$ cat src/hdl/asb_pkg.sv
// Operation
// - sixteen twelve-bit result entries, each read in one of four 16-bit formats
// - software cannot write result entries; only conversions load them
// - a rising sample-start bit begins acquisition of the selected input
// - acquisition ends and conversion starts on soft, timer or external trigger
// - every conversion is stored; done and irq flags set after programmed count
// - four-bit samples-per-irq field selects 1 to 16 sequences per interrupt
// - split mode uses two eight-entry halves, swapped at every interrupt
// - split with field 0111: eight results per half, interrupt, then other half
// - unsplit mode places up to sixteen conversions per interrupt in whole buffer
// - alternate bit clear: only first input group is sampled
// - alternate bit set: first group, then second group, alternating from first
// - scan enable steps first-group input through inputs selected in scan mask
// - scan runs low to high and restarts from lowest after each interrupt
// - selected inputs beyond the samples per interrupt are never converted
// - results from inputs 13 to 15 are stored as a zero code (signed formats read it as 0xF800 or 0x8000)
package asb_pkg;
  localparam int          RES_W        = 12;
  localparam int          OUT_W        = 16;
  localparam int          N_ENTRIES    = 16;
  localparam int          N_CH         = 16;
  localparam logic [3:0]  PHANTOM_CH   = 4'hd;
  localparam logic [1:0]  TRIG_SOFT    = 2'h0;
  localparam logic [1:0]  TRIG_TIMER   = 2'h1;
  localparam logic [1:0]  TRIG_EXT     = 2'h2;
  localparam logic [1:0]  FMT_UINT     = 2'h0;
  localparam logic [1:0]  FMT_SINT     = 2'h1;
  localparam logic [1:0]  FMT_UFRAC    = 2'h2;
  localparam logic [1:0]  FMT_SFRAC    = 2'h3;
  localparam logic [3:0]  RST_CNT      = 4'h0;
  localparam logic [3:0]  RST_CH       = 4'h0;
  localparam logic [11:0] RST_RES      = 12'h000;
  localparam logic [15:0] RST_OUT      = 16'h0000;
  localparam int          FIFO_DEPTH   = 16;

  typedef enum logic [1:0] {
    ASB_IDLE    = 2'b00,
    ASB_SAMPLE  = 2'b01,
    ASB_CONVERT = 2'b11
  } asb_state_t;
endpackage : asb_pkg

$ cat src/hdl/asb_top.sv
`timescale 1ns/100ps
module asb_fifo #(
  parameter int W     = 16,
  parameter int DEPTH = 16
) (
  // clock and reset
  input  wire logic         clk,
  input  wire logic         rst_n,
  // fill side
  input  wire logic         in_valid,
  output logic              in_ready,
  input  wire logic [W-1:0] in_data,
  // drain side
  output logic              out_valid,
  input  wire logic         out_ready,
  output logic [W-1:0]      out_data
);
  localparam int AW = $clog2(DEPTH);

  logic [W-1:0] mem [DEPTH];
  logic [AW:0]  wr_ptr;
  logic [AW:0]  rd_ptr;
  logic [AW:0]  next_wr_ptr;
  logic [AW:0]  next_rd_ptr;
  logic         push;
  logic         pop;

  assign in_ready  = !((wr_ptr[AW] != rd_ptr[AW]) && (wr_ptr[AW-1:0] == rd_ptr[AW-1:0]));
  assign out_valid = (wr_ptr != rd_ptr);
  assign out_data  = mem[rd_ptr[AW-1:0]];
  assign push      = in_valid && in_ready;
  assign pop       = out_valid && out_ready;

  always_comb begin
    next_wr_ptr = push ? wr_ptr + 1'b1 : wr_ptr;
    next_rd_ptr = pop ? rd_ptr + 1'b1 : rd_ptr;
  end

  always_ff @(posedge clk or negedge rst_n) begin
    if (!rst_n) begin
      wr_ptr <= '0;
      rd_ptr <= '0;
    end else begin
      wr_ptr <= next_wr_ptr;
      rd_ptr <= next_rd_ptr;
    end
  end

  always_ff @(posedge clk) begin
    if (push) begin
      mem[wr_ptr[AW-1:0]] <= in_data;
    end
  end
endmodule : asb_fifo

module asb_top
  import asb_pkg::*;
#(
  parameter int FIFO_W = OUT_W,
  parameter int FIFO_D = FIFO_DEPTH
) (
  // clock and reset
  input  wire logic        clk,
  input  wire logic        rst_n,
  // sequencing control
  input  wire logic        module_enable,
  input  wire logic        sample_start_bit,
  input  wire logic [1:0]  trigger_select,
  input  wire logic        soft_convert,
  input  wire logic        timer_timeout,
  input  wire logic        ext_trigger_pin,
  // sequence configuration
  input  wire logic [3:0]  samples_per_irq_field,
  input  wire logic        buffer_split_bit,
  input  wire logic        alternate_input_bit,
  input  wire logic        scan_enable_bit,
  input  wire logic [15:0] scan_select_reg,
  input  wire logic [3:0]  first_input_group,
  input  wire logic [3:0]  second_input_group,
  input  wire logic [1:0]  result_format,
  // flags
  input  wire logic        done_clear,
  input  wire logic        irq_flag_clear,
  input  wire logic        converter_irq_enable,
  output logic             done_flag,
  output logic             converter_irq_flag,
  output logic             converter_irq,
  output logic             buffer_half,
  // analog core
  output logic             acquiring,
  output logic             conv_start,
  output logic [3:0]       conv_channel,
  input  wire logic        conv_result_valid,
  input  wire logic [11:0] conv_result,
  // result buffer read
  input  wire logic [3:0]  rd_addr,
  output logic [15:0]      rd_data,
  // result stream
  output logic             stream_valid,
  input  wire logic        stream_ready,
  output logic [FIFO_W-1:0] stream_data
);
  // lowest selected input at or above start, else lowest overall
  function automatic logic [3:0] scan_pick(input logic [15:0] mask, input logic [4:0] start);
    logic [3:0] pick;
    logic       hit;
    pick = RST_CH;
    hit  = 1'b0;
    for (int i = N_CH - 1; i >= 0; i--) begin
      if (mask[i] && (5'(i) >= start)) begin
        pick = 4'(i);
        hit  = 1'b1;
      end
    end
    if (!hit) begin
      for (int i = N_CH - 1; i >= 0; i--) begin
        if (mask[i]) begin
          pick = 4'(i);
        end
      end
    end
    return pick;
  endfunction : scan_pick

  function automatic logic [15:0] fmt(input logic [11:0] d, input logic [1:0] mode);
    logic [15:0] r;
    case (mode)
      FMT_UINT:  r = {4'h0, d};
      FMT_SINT:  r = {{5{~d[11]}}, d[10:0]};
      FMT_UFRAC: r = {d, 4'h0};
      FMT_SFRAC: r = {~d[11], d[10:0], 4'h0};
      default:   r = {4'h0, d};
    endcase
    return r;
  endfunction : fmt

  // external trigger synchroniser
  logic ext_meta;
  logic ext_sync;
  logic ext_prev;
  logic ext_rise;

  always_ff @(posedge clk or negedge rst_n) begin
    if (!rst_n) begin
      ext_meta <= 1'b0;
      ext_sync <= 1'b0;
      ext_prev <= 1'b0;
    end else begin
      ext_meta <= ext_trigger_pin;
      ext_sync <= ext_meta;
      ext_prev <= ext_sync;
    end
  end

  assign ext_rise = ext_sync && !ext_prev;

  // sequencing state
  asb_state_t  state;
  asb_state_t  next_state;
  logic        start_prev;
  logic [3:0]  sample_cnt;
  logic [3:0]  next_sample_cnt;
  logic        half;
  logic        next_half;
  logic        alt_phase;
  logic        next_alt_phase;
  logic [3:0]  scan_ch;
  logic [3:0]  next_scan_ch;
  logic        cur_is_a;
  logic        next_cur_is_a;
  logic        next_done;
  logic        next_irq_flag;
  logic        next_conv_start;
  logic [3:0]  next_conv_channel;
  logic        start_rise;
  logic        trig_hit;
  logic        store;
  logic        batch_end;
  logic [3:0]  sel_ch;
  logic [3:0]  wr_addr;
  logic [11:0] wr_val;
  logic        fifo_ready;

  assign start_rise = sample_start_bit && !start_prev;
  assign store      = (state == ASB_CONVERT) && conv_result_valid;
  assign batch_end  = store && (sample_cnt == samples_per_irq_field);

  always_comb begin
    case (trigger_select)
      TRIG_SOFT:  trig_hit = soft_convert;
      TRIG_TIMER: trig_hit = timer_timeout;
      TRIG_EXT:   trig_hit = ext_rise;
      default:    trig_hit = 1'b0;
    endcase
  end

  always_comb begin
    if (alternate_input_bit && alt_phase) begin
      sel_ch = second_input_group;
    end else if (scan_enable_bit) begin
      sel_ch = scan_pick(scan_select_reg, {1'b0, scan_ch});
    end else begin
      sel_ch = first_input_group;
    end
  end

  always_comb begin
    if (buffer_split_bit) begin
      wr_addr = {half, sample_cnt[2:0]};
    end else begin
      wr_addr = sample_cnt;
    end
    wr_val = (conv_channel >= PHANTOM_CH) ? RST_RES : conv_result;
  end

  always_comb begin
    next_state        = state;
    next_sample_cnt   = sample_cnt;
    next_half         = half;
    next_alt_phase    = alt_phase;
    next_scan_ch      = scan_ch;
    next_cur_is_a     = cur_is_a;
    next_done         = done_flag;
    next_irq_flag     = converter_irq_flag;
    next_conv_start   = 1'b0;
    next_conv_channel = conv_channel;
    if (done_clear) begin
      next_done = 1'b0;
    end
    if (irq_flag_clear) begin
      next_irq_flag = 1'b0;
    end
    case (state)
      ASB_IDLE: begin
        if (module_enable && start_rise) begin
          next_state = ASB_SAMPLE;
          next_done  = 1'b0;
        end
      end
      ASB_SAMPLE: begin
        if (!module_enable) begin
          next_state = ASB_IDLE;
        end else if (trig_hit && fifo_ready) begin
          next_state        = ASB_CONVERT;
          next_conv_start   = 1'b1;
          next_conv_channel = sel_ch;
          next_cur_is_a     = !(alternate_input_bit && alt_phase);
        end
      end
      ASB_CONVERT: begin
        if (store) begin
          next_state      = ASB_IDLE;
          next_alt_phase  = alternate_input_bit && !alt_phase;
          next_sample_cnt = sample_cnt + 4'h1;
          if (scan_enable_bit && cur_is_a) begin
            next_scan_ch = scan_pick(scan_select_reg, 5'(conv_channel) + 5'h1);
          end
          if (batch_end) begin
            next_done       = 1'b1;
            next_irq_flag   = 1'b1;
            next_sample_cnt = RST_CNT;
            next_alt_phase  = 1'b0;
            next_scan_ch    = scan_pick(scan_select_reg, 5'h0);
            next_half       = buffer_split_bit && !half;
          end
        end
      end
      default: begin
        next_state = ASB_IDLE;
      end
    endcase
    if (state == ASB_IDLE && !module_enable) begin
      next_scan_ch    = scan_pick(scan_select_reg, 5'h0);
      next_sample_cnt = RST_CNT;
      next_alt_phase  = 1'b0;
      next_half       = 1'b0;
    end
  end

  always_ff @(posedge clk or negedge rst_n) begin
    if (!rst_n) begin
      state              <= ASB_IDLE;
      start_prev         <= 1'b0;
      sample_cnt         <= RST_CNT;
      half               <= 1'b0;
      alt_phase          <= 1'b0;
      scan_ch            <= RST_CH;
      cur_is_a           <= 1'b1;
      done_flag          <= 1'b0;
      converter_irq_flag <= 1'b0;
      conv_start         <= 1'b0;
      conv_channel       <= RST_CH;
    end else begin
      state              <= next_state;
      start_prev         <= sample_start_bit;
      sample_cnt         <= next_sample_cnt;
      half               <= next_half;
      alt_phase          <= next_alt_phase;
      scan_ch            <= next_scan_ch;
      cur_is_a           <= next_cur_is_a;
      done_flag          <= next_done;
      converter_irq_flag <= next_irq_flag;
      conv_start         <= next_conv_start;
      conv_channel       <= next_conv_channel;
    end
  end

  assign acquiring     = (state == ASB_SAMPLE);
  assign converter_irq = converter_irq_flag && converter_irq_enable;
  assign buffer_half   = half;

  // result buffer: loaded only by the conversion path, no software write port
  logic [RES_W-1:0] result_buf [N_ENTRIES];
  logic [15:0]      next_rd_data;

  always_ff @(posedge clk or negedge rst_n) begin
    if (!rst_n) begin
      for (int i = 0; i < N_ENTRIES; i++) begin
        result_buf[i] <= RST_RES;
      end
    end else if (store) begin
      result_buf[wr_addr] <= wr_val;
    end
  end

  always_comb begin
    next_rd_data = fmt(result_buf[rd_addr], result_format);
  end

  always_ff @(posedge clk or negedge rst_n) begin
    if (!rst_n) begin
      rd_data <= RST_OUT;
    end else begin
      rd_data <= next_rd_data;
    end
  end

  // every stored result is also streamed; a full fifo holds off the next trigger
  asb_fifo #(
    .W     (FIFO_W),
    .DEPTH (FIFO_D)
  ) u_fifo (
    .clk       (clk),
    .rst_n     (rst_n),
    .in_valid  (store),
    .in_ready  (fifo_ready),
    .in_data   (FIFO_W'({conv_channel, wr_val})),
    .out_valid (stream_valid),
    .out_ready (stream_ready),
    .out_data  (stream_data)
  );
endmodule : asb_top

$ cat config.mk
export PLATFORM = sky130hd
export DESIGN_NAME = asb_top
export DESIGN_NICKNAME = d
export VERILOG_FILES = /design/src/hdl/asb_pkg.sv /design/src/hdl/asb_top.sv
export SDC_FILE = /design/constraint.sdc
export NUM_CORES = 1
export LEC_CHECK = 0
export BUFFER_PORTS_ARGS = -buffer_cell sky130_fd_sc_hd__buf_4
export CAP_MARGIN = 0
export CORE_MARGIN = 5
export CORE_UTILIZATION = 60
export CTS_CLUSTER_SIZE = 24
export DETAILED_ROUTE_END_ITERATION = 8
export PLACE_DENSITY = 0.78
export SYNTH_ARGS = -nofsm -noshare
export SYNTH_HDL_FRONTEND = slang
export SYNTH_SLANG_ARGS = --single-unit
$ cat constraint.sdc
create_clock -name clk -period 7 [get_ports clk]
set_input_delay 1.4 -clock clk [delete_from_list [all_inputs] [get_ports clk]]
set_output_delay 1.4 -clock clk [all_outputs]
set_load 0.03 [all_outputs]
==> implementation parameters, run 1 <==
Parameter                              Value

Final layout
  Share of cells above drive strength 1    0.203
  Final non-filler cell area    0.0243 mm²
  Final core occ    0.683
  Nets    1717
  Synthesis-to-finish area growth    11.9%

Drt
  Per-cell via count in the routed design    6.49
  DRC Markers    0
  Detailed-route via count    13900
  Final wirelength    around 54000 µm
  Detail Route Antenna Nets    0
  First drt pass iteration count    6
  Wire per inst    25.4 µm
  Number of DRC markers after the initial detailed-route iteration    1461

CTS
  Root Driver    sky130_fd_sc_hd__clkbuf_16
  Number of buffers between clock root and the deepest sink    3
  Total number of clock tree sinks    roughly 500
  Cts-stage hold buffer count    0
  Worst-Skew Late Latency    0.59 ns
  Deepest level of the CTS H-tree    2
  Clock transition time at the flip-flop clock pins of the worst setup and hold paths    0.06 ns
  Post-CTS setup buffers    0
  Clock tree from TritonCTS    done
  Clock buffer count from CTS    48
  Post_cts resized    0

Synthesis
  Most area-hungry cell type in the Yosys netlist    sky130_fd_sc_hd__edfxtp_1
  Fraction of synthesized cell area taken by the top area cell type    0.353
  Most frequently used flop master after synthesis    sky130_fd_sc_hd__edfxtp_1
  Netlist Area Pre-Place    approximately 0.022 mm²
  Number of flops mapped to enable cells by yosys    256
  Number of warnings printed during yosys synthesis    0
  Instance count of the mapped netlist    1575
  Post-Syn Nets    1654
  Share of flip-flops with an asynchronous set or reset    0.486
  Number of register bits inferred by synthesis    498
  Leading cell types by total area after synthesis    sky130_fd_sc_hd__edfxtp_1, sky130_fd_sc_hd__dfrtp_1, sky130_fd_sc_hd__mux4_2
  Synth unique cells    67
  Mean area per synthesized cell    13.8 µm²
  Post-synthesis sequential area ratio    0.632

Critical path
  CP delay by family, top    multiplexers
  FF-to-FF path depth    8
  CP max stage cell    sky130_fd_sc_hd__dfrtp_4
  Startpoint class of the critical path    flop
  Origin of the critical flop-to-flop path    u_fifo.rd_ptr[2]
  Delay of the slowest cell on the worst path    0.97 ns
  Crit path cell chain    buf_4, mux4_2, mux4_2, buf_4
  Reg2reg setup slack    3.16 ns
  Max Fanout on Critical Path    42
  CP Class    reg -> out
  Arrival time reported for the critical path endpoint    roughly 3.5 ns
  Buf+Inv Stages, Crit Path    2
  Category of the worst setup path capture point    output port
  Instance count on the critical path    4
  Worst path required time    between 5 and 6 ns
  Worst r2r dst    u_fifo.mem[6][9]

Placed design
  Pre-CTS WS    2.69 ns
  Final weighted congestion of routability-driven global placement    between 0.8 and 0.9
  Input/output buffers    105
  Post-placement cell area    0.0227 mm²
  Dpl hpwl    31000 µm

GRT
  Largest net degree at the start of global routing    135
  GRT Total Usage    0.271
  Wire length of the first global-routing pass    84400 µm
  GR Overflow Total    0
  Vias in the first global route    14100
  Initial antenna violation count    0

Power and ir drop
  Leakage component of the power    approximately 0.0095 µW
  P per Cell Area    348 mW/mm²
  IR drop worst, VDD    around 290 µV

Timing
  Share of the cycle needed by the critical path after routing    0.696
  Pins Over Slew Limit    0
  Setup violation total in the final timing report    0
  Highest achievable clock rate    0.205 GHz
  Hold slack    0.350 ns
  Final setup slack of the worst path    around 2.1 ns
  Max_slew headroom    0.139
  Actual transition at the worst max-transition pin    ~1.3 ns
  Worst setup skew after layout    0.0296 ns
  Minimum period implied by the final worst setup slack    4.87 ns
  Final hold viol count    0
  Setup TNS    0 ns
  RSZ-0062 raised after global routing    false

Min path
  Endpoint of the worst hold path    ext_sync
  Source of the worst hold timing path    ext_meta
  Worst min-delay path class    reg -> reg
  WHS Path Cells    0

Floorplan
  Die outline width    200 µm
  Core region area    0.0357 mm²
  Total number of placement rows    69
  Initial core utilization    0.610
  I/O Pins    about 110
  Die outline height    200 µm
  Area of the die    0.0402 mm²

Job
  Max Cap Viol    0

Outcome
  Result of the run    completed
==> worst reg2reg max path, cell delays in order (launching register included) <==
cell and delay, ns:
sky130_fd_sc_hd__dfrtp_1 0.84, sky130_fd_sc_hd__buf_4 0.41, sky130_fd_sc_hd__xor2_1 0.18, sky130_fd_sc_hd__nor4_1 0.07, sky130_fd_sc_hd__and2b_1 0.22, sky130_fd_sc_hd__nor2_1 0.37, sky130_fd_sc_hd__nand2_1 0.10, sky130_fd_sc_hd__nor2_1 0.21
sky130_fd_sc_hd__and2_1 1.03
==> where the power goes <==
part	switching [µW]	internal [µW]
registers	312	3330
clock network	1120	1510
logic	1220	982
total	2650	5810
==> cells by family (layout without fill, tap and decap cells) <==
family,after synthesis,in the layout,share of synthesized area
xor gates and xnor gates,19,19,0.00765
other,0,1,0
muxes,149,149,0.151
DFF,498,498,0.632
and+or+nand+nor,410,410,0.0837
buffers and inverters,152,253,0.0307
adders and majority gates,16,16,0.00920
AOI/OAI and AO/OA,331,331,0.0857
==> routing by layer <==
| metal | vias to the layer above | GRT usage | wire length (µm) |
|---|---|---|---|
| li1 | 5974 | - | - |
| met1 | 7094 | 0.382 | 21600 |
| met2 | 707 | 0.449 | 27100 |
| met3 | 103 | 0.0436 | 4280 |
| met4 | 0 | 0.0747 | 1360 |
| met5 | - | 0 | 0 |
==> metrics by stage <==
| stage | cells | total power [µW] |
|---|---|---|
| final | 2138 | 8470 |
| after global routing | 2137 | 8820 |
| after CTS | 2137 | 8490 |
| after detailed placement | 2049 | 5850 |
| after global placement | 2049 | 5780 |
| after floorplan | 1575 | 5220 |
==> state kept, by name, indices dropped and copies added (netlist names), 2 cells and up <==
name	count
conv_channel	4
rd_data	16
result_buf	192
sample_cnt	4
scan_ch	4
state	2
u_fifo.mem	256
u_fifo.rd_ptr	5
u_fifo.wr_ptr	5
==> worst max path at each step <==
stage                                 end  slack (ns)        startpoint
after floorplan            stream_data[0]        3.44  u_fifo.rd_ptr[0]
after global placement    stream_data[13]        2.73  u_fifo.rd_ptr[0]
after detailed placement  stream_data[13]        2.69  u_fifo.rd_ptr[0]
after CTS                 stream_data[10]        2.05  u_fifo.rd_ptr[0]
after global routing      stream_data[10]        1.89  u_fifo.rd_ptr[0]
final                     stream_data[10]        2.13  u_fifo.rd_ptr[0]
==> cells in the final DEF, fill, tap and decap left out, drive strengths merged, types with 4 or more instances in the layout <==
cell type,instances
xnor2,12
a21oi,28
clkbuf,64
a211oi,5
nor2b,15
o221ai,4
mux4,140
and2,23
nor3b,4
clkinv,16
nand2b,12
nor3,5
inv,50
nand4,9
xor2,7
a21boi,5
o41ai,4
o21ai,234
nor4,4
dfrtp,241
a31oi,8
edfxtp,256
buf,118
bufinv,4
nand2,254
ha,16
o211ai,5
mux2,6
nor2,34
o31ai,4
nand3,34
o22ai,8
==> area by class of cell <==
type	count	area, µm²
Antenna cell	1	2.50
Clock buffer	64	1340
Clock inverter	24	259
Fill cell	2300	11300
Inverter	47	176
Multi-Input combinational cell	925	7350
Sequential cell	498	13700
Tap cell	461	577
Timing Repair Buffer	118	893
==> synth_stat cells, types with 6 or more instances <==
master,n
sky130_fd_sc_hd__edfxtp_1,256
sky130_fd_sc_hd__nand2_1,254
sky130_fd_sc_hd__dfrtp_1,241
sky130_fd_sc_hd__o21ai_0,233
sky130_fd_sc_hd__mux4_2,128
sky130_fd_sc_hd__clkbuf_1,71
sky130_fd_sc_hd__inv_1,47
sky130_fd_sc_hd__nand3_1,34
sky130_fd_sc_hd__nor2_1,34
sky130_fd_sc_hd__a21oi_1,28
sky130_fd_sc_hd__and2_1,22
sky130_fd_sc_hd__ha_1,16
sky130_fd_sc_hd__nor2b_1,15
sky130_fd_sc_hd__buf_2,14
sky130_fd_sc_hd__nand2b_1,12
sky130_fd_sc_hd__xnor2_1,12
sky130_fd_sc_hd__mux4_1,11
sky130_fd_sc_hd__nand4_1,9
sky130_fd_sc_hd__a31oi_1,8
sky130_fd_sc_hd__o22ai_1,8
sky130_fd_sc_hd__buf_1,7
sky130_fd_sc_hd__buf_4,7
sky130_fd_sc_hd__xor2_1,7
sky130_fd_sc_hd__mux2_2,6
(Power assumes the default switching activity.)
==> inputs of run 2 (changes only) <==
clock period = 4.6 ns   (was 7 ns; I/O delays follow)
==> run 2 against run 1 <==
Compared with the run above: routed wire length increased by 1.7%; power increased by 52%; combinational power rose by 60%; sequential power rose by 49%; via count is 1.2% higher; die area unchanged; final cell count grew 1.4%.
==> implementation parameters, run 2 (synthesis gave the netlist of run 1 again) <==
Parameter                              Value

Outcome
  Result of the run    completed

Drt
  Per-cell via count in the routed design    6.47 (-0.26%)
  Total routed wire length on the met1 layer    21800 µm (+0.77%)
  Final wirelength    55300 µm (+1.7%)
  Number of DRC markers after the initial detailed-route iteration    1678 (+15%)
  DRC Markers    0 (unchanged)
  Total length of routed met3 wires    4950 µm (+15%)
  Top routing layer used    met5
  Wire per inst    25.5 µm (+0.27%)
  Routed length on met2    27100 µm (+0.15%)
  Detail Route Antenna Nets    0 (unchanged)
  Detailed-route via count    14000 (+1.2%)
  First drt pass iteration count    5 (-1)

Critical path
  Worst r2r dst    scan_ch[0]
  Reg2reg setup slack    1.27 ns (-1.89 ns)
  Category of the worst setup path capture point    output port
  Last element of the critical path    stream_data[6]
  Delay of the slowest cell on the worst path    0.77 ns (-0.20 ns)
  Origin of the critical flop-to-flop path    conv_channel[1]
  CP Class    reg -> out
  Startpoint class of the critical path    flop
  FF-to-FF path depth    8 (unchanged)
  Crit path from    u_fifo.rd_ptr[0]
  CP max stage cell    sky130_fd_sc_hd__dfrtp_4
  Worst path required time    3.68 ns (-1.92 ns)
  Max Fanout on Critical Path    26 (-38%)
  Crit path cell chain    buf_4, mux4_2, mux4_2, buf_4
  Arrival time reported for the critical path endpoint    3.05 ns (-0.42 ns)

Floorplan
  Area of the die    0.0402 mm² (unchanged)
  Initial core utilization    0.610 (unchanged)
  Total number of placement rows    69 (unchanged)
  Die outline width    200 µm (unchanged)
  Die outline height    200 µm (unchanged)
  Core region area    0.0357 mm² (unchanged)
  I/O Pins    106 (unchanged)

GRT
  Largest net degree at the start of global routing    104 (-23%)
  Initial antenna violation count    1 (+1)
  Wire length of the first global-routing pass    85400 µm (+1.2%)
  GR Overflow Total    0 (unchanged)
  GRT Total Usage    0.275 (+0.00401)
  Vias in the first global route    14500 (+2.6%)

CTS
  Number of buffers between clock root and the deepest sink    3 (unchanged)
  Post_cts resized    0 (unchanged)
  Total number of clock tree sinks    498 (unchanged)
  Post-CTS setup buffers    0 (unchanged)
  Clock buffer count from CTS    48 (unchanged)
  Clock transition time at the flip-flop clock pins of the worst setup and hold paths    0.06 ns (about the same)
  Deepest level of the CTS H-tree    2 (unchanged)
  Worst-Skew Late Latency    0.56 ns (-0.03 ns)
  Root Driver    sky130_fd_sc_hd__clkbuf_16
  Cts-stage hold buffer count    0 (unchanged)
  Clock tree from TritonCTS    done

Power and ir drop
  P per Cell Area    525 mW/mm² (+51%)
  IR drop worst, VDD    409 µV (+39%)
  Sequential share of power    0.421 (-0.009)
  Switch share    0.311 (-0.00189)
  Internal Power    8890 µW (+53%)
  Clock Power Share    0.306 (-0.004)
  Leakage component of the power    0.00966 µW (+1.5%)
  Part of the total power dissipated in combinational logic    0.273 (+0.013)
  Net switching power of the design    4020 µW (+52%)

Placed design
  Cell count after placement    2082 (+1.6%)
  Input/output buffers    105 (unchanged)
  Dpl hpwl    33200 µm (+7.1%)
  Final weighted congestion of routability-driven global placement    0.909 (+4.4%)

Final layout
  Most frequent cells in the layout    sky130_fd_sc_hd__edfxtp_1, sky130_fd_sc_hd__nand2_1, sky130_fd_sc_hd__dfrtp_1, sky130_fd_sc_hd__o21ai_0, sky130_fd_sc_hd__buf_4
  Synthesis-to-finish area growth    13.0%
  Nets    1750 (+1.9%)
  Cell Count, Final, Fillers Out    2169 (+1.4%)
  Layout filler cell count    2261 (-1.7%)
  Number of flip-flops in the largest register    256 (unchanged)
  Most frequent standard cell in the layout excluding fill and tap cells    sky130_fd_sc_hd__edfxtp_1
  Share of cells above drive strength 1    0.213 (+0.0103)
  Number of diodes    0 (-1)

Min path
  Worst min-delay path class    reg -> reg

Timing
  Setup TNS    0 ns (unchanged)
  Final hold viol count    0 (unchanged)
  Setup violation total in the final timing report    0 (unchanged)
  Minimum period implied by the final worst setup slack    3.97 ns
  Share of the cycle needed by the critical path after routing    0.864
  Worst setup skew after layout    0.0191 ns (-0.0105 ns)
  Max_slew headroom    0.277 (+0.138)
  RSZ-0062 raised after global routing    false
  Actual transition at the worst max-transition pin    1.08 ns (-0.210 ns)
  Pins Over Slew Limit    0 (unchanged)
  Highest achievable clock rate    0.252 GHz

Job
  Max Cap Viol    0 (unchanged)
[run 2: cell types whose count changed in the layout (fill, tap and decap cells not counted), sizes merged]
| cell | before | now |
|---|---|---|
| buf | 118 | 151 |
| clkbuf | 64 | 66 |
| inv | 50 | 48 |
| clkinv | 16 | 15 |
| diode | 1 | 0 |
[run 2: worst min path at each step]
stage / from / endpoint / slack, ns / depth (start not counted)
after floorplan: ext_meta / ext_sync / 0.33 / 0
after global placement: ext_meta / ext_sync / 0.34 / 0
after detailed placement: ext_meta / ext_sync / 0.34 / 0
after CTS: ext_meta / ext_sync / 0.35 / 0
after global routing: ext_meta / ext_sync / 0.35 / 0
final: ext_meta / ext_sync / 0.35 / 0
[run 2: per-layer routing]
layer	global-route usage	up-vias
li1	-	6048
met1	0.392	7058
met2	0.438	805
met3	0.0544	130
met4	0.0860	2
met5	0	-
[run 2: layout make-up]
cell class              count  area, µm²  share of cell area
multi-input cells         925       7350               0.299
inverters                  47        176             0.00717
well taps                 461        577              0.0235
repair buffers            151       1170              0.0474
clock buffers              66       1360              0.0553
flip-flops and latches    498      13700               0.559
clock inverters            21        215             0.00875
[run 2: metrics by stage]
stage	worst slack, ns	instance area [µm²]	hold slack [ns]	total power [µW]	utilization
2_1_floorplan	1.52	21800	0.331	7940	-
6_report	0.628	24600	0.350	12900	0.690
4_1_cts	0.579	24600	0.352	13000	0.690
3_5_place_dp	1.22	23000	0.338	8990	0.646
3_3_place_gp	1.30	23000	0.339	8870	0.646
5_1_grt	0.470	24600	0.354	13500	0.690
[run 2: power groups by stage]
stage                     Clock, µW  Combinational [µW]  Sequential [µW]
final                          3960                3530             5430
after global routing           4190                3800             5470
after CTS                      4000                3530             5420
after detailed placement          0                3490             5510
after global placement            0                3370             5490
after floorplan                   0                2630             5310
[run 2: worst max-delay path, delay by kind of cell (launching register included)]
kind,cells,cell delay (ns)
flip-flops,1,0.77
buffers and inverters,2,0.58
multiplexers,2,1.12
